## src/vid_port_pkg.sv

```systemverilog
package vid_port_pkg;
   localparam logic [6:0] ADDR_UPPER = 7'h60;
   localparam logic [7:0] OFF_VSEL1 = 8'h00;
   localparam logic [7:0] OFF_VSEL2 = 8'h01;
   localparam logic [7:0] OFF_CMD1 = 8'h02;
   localparam logic [7:0] OFF_CMD2 = 8'h03;
   localparam logic [7:0] OFF_STATUS = 8'h04;
   localparam logic [7:0] RST_VSEL = 8'h00;
   localparam logic [7:0] RST_CMD = 8'h00;
   localparam logic [7:0] CMD_WMASK = 8'h77;
   localparam int GO_BIT = 7;
   localparam int TEMP_BIT = 2;
   localparam int PG2_BIT = 1;
   localparam int PG1_BIT = 0;
   typedef enum logic [1:0] {STRAP_GND, STRAP_HIGH, STRAP_OPEN} strap_t;
   typedef struct packed {
      logic active;
      logic [6:0] code;
   } vid_t;
   typedef struct packed {
      logic overTemp;
      logic output2_in_regulation_flag;
      logic output1_in_regulation_flag;
   } status_t;
endpackage : vid_port_pkg

```

## src/dual_vid_i2c_register_port.sv

```systemverilog
`timescale 1ns/100ps
module dual_vid_i2c_register_port (
   input wire logic clk,
   input wire logic rst,
   input wire logic sclIn,
   input wire logic sdaIn,
   output logic sdaOut,
   output logic sdaOe,
   input wire vid_port_pkg::strap_t addrStrap,
   input wire logic converter_one_enable_pin,
   input wire logic converter_two_enable_pin,
   input wire vid_port_pkg::status_t health,
   output vid_port_pkg::vid_t output1_voltage_code,
   output vid_port_pkg::vid_t output2_voltage_code,
   output logic [7:0] output1_command,
   output logic [7:0] output2_command,
   output logic output1_activation_flag,
   output logic output2_activation_flag
);
   typedef enum {IDLE, ADDR, ADDR_ACK, REG, REG_ACK, WDATA, WDATA_ACK, RDATA, RDATA_ACK,
      IGNORE} state_t;
   state_t state;
   logic [1:0] sclSync, sdaSync, enSync1, enSync2;
   logic sclPrev, sdaPrev;
   logic [7:0] shift, regPtr, txByte;
   logic [3:0] bitCnt;
   logic readMode;
   logic [2:0] healthMeta, healthSync;
   vid_port_pkg::strap_t strapMeta, strapSync;
   always_ff @(posedge clk) begin
      if (rst) begin
         sclSync <= 2'h3; // idle high, so no false edge right after reset
         sdaSync <= 2'h3;
         enSync1 <= 2'h0;
         enSync2 <= 2'h0;
         sclPrev <= 1'b1;
         sdaPrev <= 1'b1;
         healthMeta <= 3'h0;
         healthSync <= 3'h0;
         strapMeta <= vid_port_pkg::STRAP_GND;
         strapSync <= vid_port_pkg::STRAP_GND;
      end else begin
         sclSync <= {sclSync[0], sclIn};
         sdaSync <= {sdaSync[0], sdaIn};
         enSync1 <= {enSync1[0], converter_one_enable_pin};
         enSync2 <= {enSync2[0], converter_two_enable_pin};
         sclPrev <= sclSync[1];
         sdaPrev <= sdaSync[1];
         healthMeta <= health;
         healthSync <= healthMeta;
         strapMeta <= addrStrap;
         strapSync <= strapMeta;
      end
   end
   wire scl = sclSync[1];
   wire sda = sdaSync[1];
   wire sclRise = scl && !sclPrev;
   wire sclFall = !scl && sclPrev;
   wire startCond = scl && sclPrev && sdaPrev && !sda;
   wire stopCond = scl && sclPrev && !sdaPrev && sda;
   wire [1:0] strapBits = (strapSync == vid_port_pkg::STRAP_HIGH) ? 2'h1 :
      (strapSync == vid_port_pkg::STRAP_OPEN) ? 2'h2 : 2'h0;
   wire [6:0] myAddr = vid_port_pkg::ADDR_UPPER | {5'h00, strapBits};
   wire [7:0] rxByte = {shift[6:0], sda};
   wire [7:0] rxByteHold = shift;
   wire byteDone = sclFall && bitCnt == 4'h8;
   // ack clocks are not data bits and must not advance the bit counter
   wire dataPhase = state == ADDR || state == REG || state == WDATA || state == RDATA;
   wire hwShutdown = !enSync1[1] && !enSync2[1];
   wire addrHit = shift[7:1] == myAddr;
   wire writeEn = state == WDATA && byteDone && !hwShutdown;
   wire [7:0] statusByte = {5'h00, healthSync};
   wire [7:0] readMux = (regPtr == vid_port_pkg::OFF_VSEL1) ? output1_voltage_code :
      (regPtr == vid_port_pkg::OFF_VSEL2) ? output2_voltage_code :
      (regPtr == vid_port_pkg::OFF_CMD1) ? output1_command :
      (regPtr == vid_port_pkg::OFF_CMD2) ? output2_command :
      (regPtr == vid_port_pkg::OFF_STATUS) ? statusByte : 8'h00;
   // bit counter counts sampled bits; 8 means byte complete at next fall
   always_ff @(posedge clk) begin
      if (rst) begin
         state <= IDLE;
         shift <= 8'h00;
         bitCnt <= 4'h0;
         regPtr <= 8'h00;
         readMode <= 1'b0;
         txByte <= 8'h00;
      end else if (startCond) begin
         state <= ADDR;
         bitCnt <= 4'h0;
      end else if (stopCond) begin
         state <= IDLE;
      end else begin
         if (sclRise && dataPhase && bitCnt != 4'h8) begin
            shift <= rxByte;
            bitCnt <= bitCnt + 4'h1;
         end
         if (sclRise && state == RDATA_ACK && sda) begin
            state <= IGNORE; // master nack ends the read
         end
         if (sclFall) begin
            case (state)
               ADDR: if (bitCnt == 4'h8) begin
                  bitCnt <= 4'h0;
                  state <= addrHit ? ADDR_ACK : IGNORE;
                  readMode <= shift[0];
                  txByte <= readMux;
               end
               ADDR_ACK: state <= readMode ? RDATA : REG;
               REG: if (bitCnt == 4'h8) begin
                  bitCnt <= 4'h0;
                  regPtr <= shift;
                  state <= REG_ACK;
               end
               REG_ACK: state <= WDATA;
               WDATA: if (bitCnt == 4'h8) begin
                  bitCnt <= 4'h0;
                  state <= WDATA_ACK;
               end
               WDATA_ACK: begin
                  state <= WDATA;
                  regPtr <= regPtr + 8'h01;
               end
               RDATA: if (bitCnt == 4'h8) begin
                  bitCnt <= 4'h0;
                  state <= RDATA_ACK;
                  regPtr <= regPtr + 8'h01; // advance now so the reload below sees it
               end else begin
                  txByte <= {txByte[6:0], 1'b0};
               end
               RDATA_ACK: begin
                  state <= RDATA;
                  txByte <= readMux;
               end
               default: state <= state;
            endcase
         end
      end
   end
   always_ff @(posedge clk) begin
      if (rst) begin
         output1_voltage_code <= vid_port_pkg::RST_VSEL;
         output2_voltage_code <= vid_port_pkg::RST_VSEL;
         output1_command <= vid_port_pkg::RST_CMD;
         output2_command <= vid_port_pkg::RST_CMD;
      end else if (writeEn) begin
         if (regPtr == vid_port_pkg::OFF_VSEL1) begin
            output1_voltage_code <= rxByteHold;
         end else if (regPtr == vid_port_pkg::OFF_VSEL2) begin
            output2_voltage_code <= rxByteHold;
         end else if (regPtr == vid_port_pkg::OFF_CMD1) begin
            output1_command <= rxByteHold & vid_port_pkg::CMD_WMASK;
         end else if (regPtr == vid_port_pkg::OFF_CMD2) begin
            output2_command <= rxByteHold & vid_port_pkg::CMD_WMASK;
         end
      end
   end
   assign output1_activation_flag = output1_voltage_code.active;
   assign output2_activation_flag = output2_voltage_code.active;
   // ack states drive low for the whole high phase; read data only while reading
   wire ackDrive = state == ADDR_ACK || state == REG_ACK || state == WDATA_ACK;
   wire readDrive = state == RDATA && !txByte[7];
   always_ff @(posedge clk) begin
      if (rst) begin
         sdaOe <= 1'b0;
      end else begin
         sdaOe <= ackDrive || readDrive;
      end
   end
   assign sdaOut = 1'b0;

   property p_nack_foreign;
      @(posedge clk) disable iff (rst) state == IGNORE |-> !sdaOe;
   endproperty
   a_nack_foreign: assert property (p_nack_foreign) else $error("drove sda while ignoring");
   property p_shutdown_blocks;
      @(posedge clk) disable iff (rst) hwShutdown |=> $stable(output1_voltage_code);
   endproperty
   a_shutdown_blocks: assert property (p_shutdown_blocks) else $error("write in shutdown");
   property p_commit_on_fall;
      @(posedge clk) disable iff (rst) $changed(output2_voltage_code) |-> $past(writeEn);
   endproperty
   a_commit_on_fall: assert property (p_commit_on_fall) else $error("update off the edge");
   property p_ack_held;
      @(posedge clk) disable iff (rst) (ackDrive && scl) |-> sdaOe;
   endproperty
   a_ack_held: assert property (p_ack_held) else $error("ack not driven");
   property p_cmd_reserved;
      @(posedge clk) disable iff (rst) output1_command[7] == 1'b0 && output1_command[3] == 1'b0;
   endproperty
   a_cmd_reserved: assert property (p_cmd_reserved) else $error("reserved bit set");
   property p_idle_released;
      @(posedge clk) disable iff (rst) state == IDLE |=> !sdaOe;
   endproperty
   a_idle_released: assert property (p_idle_released) else $error("sda driven idle");
   property p_flag_follow;
      @(posedge clk) disable iff (rst)
         (writeEn && regPtr == vid_port_pkg::OFF_VSEL1) |=>
         output1_activation_flag == $past(shift[7]);
   endproperty
   a_flag_follow: assert property (p_flag_follow) else $error("flag mismatch");
   property p_hit_ack;
      @(posedge clk) disable iff (rst)
         (state == ADDR && byteDone && addrHit && !startCond && !stopCond) |=> state == ADDR_ACK;
   endproperty
   a_hit_ack: assert property (p_hit_ack) else $error("own address not acked");
   c_write: cover property (@(posedge clk) writeEn);
   c_read: cover property (@(posedge clk) state == RDATA);
   c_foreign: cover property (@(posedge clk) state == IGNORE);
   c_shutdown: cover property (@(posedge clk) state == WDATA && byteDone && hwShutdown);
endmodule : dual_vid_i2c_register_port

```

## config.mk

```make
export PLATFORM = sky130hd
export DESIGN_NAME = dual_vid_i2c_register_port
export DESIGN_NICKNAME = d
export VERILOG_FILES = /design/src/vid_port_pkg.sv /design/src/dual_vid_i2c_register_port.sv
export SDC_FILE = /design/constraint.sdc
export NUM_CORES = 1
export LEC_CHECK = 0
export BUFFER_PORTS_ARGS = -buffer_cell sky130_fd_sc_hd__buf_4
export CORE_AREA = 3 3 137 112
export DETAILED_ROUTE_END_ITERATION = 8
export DIE_AREA = 0 0 140 115
export HOLD_SLACK_MARGIN = 0.15
export SLEW_MARGIN = 20
export SYNTH_ARGS = -nofsm -noshare
export SYNTH_HDL_FRONTEND = slang
export SYNTH_SLANG_ARGS = --single-unit
```

## constraint.sdc

```tcl
create_clock -name clk -period 5.6 [get_ports clk]
set_clock_uncertainty 0.05 [all_clocks]
set_input_delay 0.56 -clock clk [delete_from_list [all_inputs] [get_ports clk]]
set_output_delay 0.56 -clock clk [all_outputs]
set_load 0.02 [all_outputs]
```

; After elaboration in Yosys (flattened, before gate mapping)
; Cells that the tools add are included.
[op_classes]
bitwise = 5
n_mux = 28
add_sub_neg = 2
reduce_logical = 45
n_eq_ne = 31
[op_table]
columns = cell, count
row1 = $pmux W32 S7, 1
row2 = $eq A32 B3 Y1 const B, 6
row3 = $mux W32, 6
row4 = $eq A32 B4 Y1 const B, 5
row5 = $eq A32 B2 Y1 const B, 3
row6 = $mux W8, 6
row7 = $pmux W8 S3, 2
row8 = $eq A32 B1 Y1 const B, 1
row9 = $eq A32 B5 Y1 const B, 1
row10 = $mux W4, 5
row11 = $eq A8 B2 Y1 const B, 2
row12 = $logic_and A1 B1 Y1, 16
row13 = $mux W7, 2
row14 = $reduce_and A6 Y1, 2
row15 = $ne A10 B2 Y1 const B, 1
row16 = $reduce_and A5 Y1, 2
row17 = $add A8 B1 Y8 const B, 1
row18 = $eq A8 B1 Y1 const B, 1
row19 = $eq A8 B3 Y1 const B, 1
row20 = $logic_not A1 Y1, 8
row21 = $logic_not A8 Y1, 1
row22 = $ne A2 B2 Y1 const B, 4
row23 = $ne A8 B2 Y1 const B, 1
row24 = $eq A7 B7 Y1, 1
row25 = 17 further kinds, 32
[word_totals]
word_cells = 135
inputBits = 11
out_inout_bits = 36
register_bits = 110

; Longest topological paths before layout
[depth]
depth_word = 10
ltp_mapped = 9

; Least setup slack after synthesis
; Ideal clock, no wire load.
[synth_path]
path_kind = register to register
startpoint = register regPtr[4]
endpoint = register output2_command[0]
path_slack_ns = 3.532
arrival_ns = 1.890
period_less_slack_ns = 2.068
stages_incl_launch_ff = 7
setup_ns = 0.128
cell_sequence = dfxtp_1 -> or4_4 -> or3_4 -> nor3_4 -> nand3_2 -> mux2i_1 -> nor2_1
[synth_via]
elab_chain_len = 3
[synth_lines]
columns = item, line
row1 = "start, declared", dual_vid_i2c_register_port.sv:25  ; logic [7:0] shift, regPtr, txByte;
row2 = "start signal, assigned", dual_vid_i2c_register_port.sv:111  ; regPtr <= shift;
row3 = "start signal, assigned", dual_vid_i2c_register_port.sv:121  ; regPtr <= regPtr + 8'h01;
row4 = "start signal, assigned", dual_vid_i2c_register_port.sv:126  ; regPtr <= regPtr + 8'h01;
row5 = "$eq A8 B2 Y1, or another cell as far along", dual_vid_i2c_register_port.sv:150  ; end else if (regPtr == vid_port_pkg::OFF_CMD1) begin
row6 = $not A1 Y1 (no line), -
row7 = $reduce_and A5 Y1 (no line) *, -
row8 = "end signal, assigned", dual_vid_i2c_register_port.sv:144  ; output2_command <= vid_port_pkg::RST_CMD;
row9 = "end signal, assigned", dual_vid_i2c_register_port.sv:153  ; output2_command <= rxByteHold & vid_port_pkg::CMD_WMASK;
row10 = "end, declared", dual_vid_i2c_register_port.sv:16  ; output logic [7:0] output2_command,
; Every way passes the cells marked *; elsewhere a longest branch is shown, timed or not.
; A chain may end at the register's enable or synchronous reset.

; Worst setup path in the final report
[layout_path]
startpoint = register state[21]
endpoint = register txByte[2]
[layout_via]
elab_chain_len = 3
[layout_lines]
columns = item, line
row1 = "start, declared", dual_vid_i2c_register_port.sv:22  ; state_t state;
row2 = "start signal, assigned", dual_vid_i2c_register_port.sv:104  ; state <= addrHit ? ADDR_ACK : IGNORE;
row3 = "start signal, assigned", dual_vid_i2c_register_port.sv:108  ; ADDR_ACK: state <= readMode ? RDATA : REG;
row4 = "start signal, assigned", dual_vid_i2c_register_port.sv:134  ; default: state <= state;
row5 = "$eq A32 B3 Y1, or another cell as far along", dual_vid_i2c_register_port.sv:101  ; case (state)
row6 = $ne A2 B2 Y1 (no line) or $reduce_bool A3 Y1 (tied branches), -
row7 = $reduce_and A6 Y1 (no line), -
row8 = "end signal, assigned", dual_vid_i2c_register_port.sv:106  ; txByte <= readMux;
row9 = "end signal, assigned", dual_vid_i2c_register_port.sv:128  ; txByte <= {txByte[6:0], 1'b0};
row10 = "end signal, assigned", dual_vid_i2c_register_port.sv:132  ; txByte <= readMux;
row11 = "end, declared", dual_vid_i2c_register_port.sv:25
; Parallel ways exist; a longest one is shown, timed or not.

==> summary.txt <==
Outcome
  • Status: completed

Critical path
  • CP max-delay cell: nor2_1
  • CP top delay family: simple AND/OR/NAND/NOR gates
  • Critical Path Max Stage Delay: 710 ps
  • CP required: 5830 ps
  • CP startpoint kind: flop
  • CP Data Arrival Time: 3090 ps
  • Max FO, Critical Path: 14
  • Critical path, cell by cell: nor4_1 > nand3_2 > nor2_1 > nand3_1 > a221o_1 > a21oi_1
  • WS Path Type: flop to flop
  • Worst Setup End Kind: flop
  • Crit path buffers/inverters: 0

STA
  • Min cycle time layout: 2860 ps
  • Final Hold Fails: 0
  • RSZ-0062 raised after global routing: no
  • Max Clock Freq: 350 MHz
  • Endpoints failing setup: 0
  • Slew @ Worst Pin: 1080 ps
  • Period utilisation layout: 51.1%
  • TNS Setup: 0 ps
  • Slew headroom: 27.3%
  • Max-slew violations: 0
  • Fin worst setup slack: 2740 ps

Detailed routing
  • Vias/cell: 5.15
  • Total routed wirelength: 11300 um
  • M1 WL: 5710 um
  • Antenna-violating nets left: 0
  • Top sig layer: met4
  • 1st-iter DRT viols: 229
  • Met3 routed WL: 697 um
  • DR pass1 iterations: 4
  • DR WL met2: 4810 um
  • WL per Instance: 15.3 um
  • DRC violation count after routing: 0
  • Vias: 3804

Floorplan
  • I/O pins: 47
  • DIE WIDTH: 140 um
  • FP Rows: 39
  • Core Area: 0.0142 mm2
  • Die extent in y: 115 um
  • DIE AREA: 0.0161 mm2
  • Starting density of the core: 34.5%

Synthesis
  • EDFF count, synth: 0
  • Yosys warnings: 0
  • Post-synthesis mux area share: 7.79%
  • Syn Area/Cell: 9.14 um2
  • Dominant cell type by area after synthesis: dfxtp_1
  • Synth Area in Simple Gates: 27.0%
  • Top cells by count, synth: 110 x dfxtp_1, 57 x nor2_1, 41 x nand2_1, 38 x mux2i_1, 37 x a21oi_1
  • Mapped cell area: 0.00488 mm2
  • Synth async-reset ratio: 0%
  • Synth Area in XOR/XNOR: 0.718%
  • Sequential share of the synthesized area: 45.1%
  • Post-synth top flop: dfxtp_1
  • Area contributors post-synth: dfxtp_1 45%, mux2i_1 7.8%, nor2_1 4.4%
  • Adder-cell share of the synthesized area: 1.54%
  • Most frequent cell after synthesis: dfxtp_1
  • Main combinational cell family by area after synthesis: simple AND/OR/NAND/NOR gates
  • Number of synthesized register bits: 110
  • Synth Area in Compound Gates: 12.8%
  • Post-Synthesis Cells: 534
  • Post-synth top area share: 45.1%
  • Netlist cell types: 64

Pwr
  • Leakage: 2.25 nW
  • Share of total power in the clock network: 41.7%
  • Reg power frac: 55.4%
  • Net Sw Frac: 20.8%
  • Total power: 1.44 mW
  • Worst IR Drop VDD: 0.153 mV
  • Pwr/cell area: 260 mW/mm2
  • Net Sw Power: 0.299 mW
  • Int Power: 1.14 mW
  • Comb power frac: 2.9%

Global route
  • Largest net degree at the start of global routing: 80
  • Vias in the first global route: 3394
  • Initial antenna violation count: 0
  • GR Overflow Total: 0
  • GRT Util Overall: 14.0%
  • First-pass GRT wire length: 18100 um

CTS
  • Clk buf depth: 2
  • Max H-tree Level: 3
  • CTS Root Cell: clkbuf_16
  • Total CTS buffers: 9
  • Post-CTS Setup Inserts: 0
  • Worst-Skew Late Latency: 350 ps
  • Hold_buf cts: 0
  • CTS clk-pin slew, worst paths: 70 ps
  • Post-CTS sizing: 0
  • TritonCTS clock tree: built
  • CTS sink cnt: 110

Layout
  • Reg area: 0.00220 mm2
  • Area of the multi-input gates: 0.00245 mm2
  • Filler cells: 1436
  • Diode count: 0
  • Net count, final: 569
  • Layout cells sized above 1: 14.6%
  • Area growth, synth to finish: 13.3%
  • Post-Layout Inst Area: 0.00553 mm2

Hold path
  • Worst Hold Class: primary input to flop

Placement
  • PortBufs: 41
  • Placer Congestion: 0.920
  • Pre-CTS WS: 2760 ps
  • Post-DP HPWL: 7820 um
  • Dpl cell area: 0.00526 mm2

Job
  • Max cap viols: 0
logic make-up after synthesis:
logic type,Yosys count
flip-flops,110
XOR/XNOR,4
multiplexers,38
AND/OR/NAND/NOR,225
AO/OA/AOI/OAI,96
other,1
adder cells (fa/ha/maj),6
buffers and inverters,54
worst register-to-register path: cells and delay by family (launching register included):
family          cells  cell delay, ps
simple gates        4            1880
compound gates      2             560
flops               1             310
final cells by class:
| type | instances | area share (%) |
|---|---|---|
| repair buffers | 42 | 5.70 |
| well taps | 184 | 4.16 |
| multi-input cells | 374 | 44.3 |
| flip-flops and latches | 110 | 39.8 |
| clock buffers | 13 | 4.89 |
| inverters | 15 | 1.02 |
| clock inverters | 1 | 0.0905 |
registers in the layout (all words and copies together) (netlist names), 3 cells and up:
| name | flops |
|---|---|
| bitCnt | 4 |
| output2_voltage_code | 7 |
| output2_command | 6 |
| regPtr | 8 |
| state | 32 |
| healthMeta | 3 |
| txByte | 8 |
| output1_command | 6 |
| output1_voltage_code | 7 |
| healthSync | 3 |
| rxByteHold | 8 |
power groups by stage:
stage / sequential, mW / clock (mW) / combinational [mW]
after CTS: 0.795 / 0.617 / 0.0422
final: 0.795 / 0.598 / 0.0419
after global routing: 0.796 / 0.645 / 0.0464
after floorplan: 0.810 / 0 / 0.0356
after global placement: 0.813 / 0 / 0.0414
after detailed placement: 0.813 / 0 / 0.0421
metal layers:
layer / GRT usage (%) / vias to the layer above
met2: 20.1 / 105
met5: 0 / -
met3: 3.66 / 9
li1: - / 1900
met1: 20.7 / 1790
met4: 4.20 / 0
cell usage in the layout (no fill, tap or decap), types with 7 or more instances in the layout:
| master | synthesis | routed |
|---|---|---|
| nand2_1 | 41 | 41 |
| inv_1 | 15 | 15 |
| clkbuf_16 | 0 | 9 |
| nor3_1 | 11 | 11 |
| nor2b_1 | 18 | 18 |
| dfxtp_1 | 110 | 110 |
| a211oi_1 | 8 | 8 |
| a21oi_1 | 37 | 37 |
| nor2_1 | 57 | 57 |
| o21ai_0 | 14 | 14 |
| buf_4 | 8 | 42 |
| mux2i_1 | 38 | 38 |
| or2_2 | 7 | 7 |
| and2_1 | 30 | 30 |
per-stage QoR:
step	util, %	std cells	hold slack [ps]
after floorplan	-	538	339
after global placement	37.1	725	346
after detailed placement	37.1	725	348
after CTS	39.1	739	335
after global routing	39.1	739	345
final	39.1	739	347
worst paths after layout:
kind	from	end	slack, ps	cells past startpoint
min	sclIn	sclSync[0]	350	2
max reg2reg	state[21]	txByte[2]	2740	6
max	state[21]	txByte[2]	2740	6
min reg2reg	sdaSync[0]	sdaSync[1]	360	1
(Power assumes the default switching activity.)
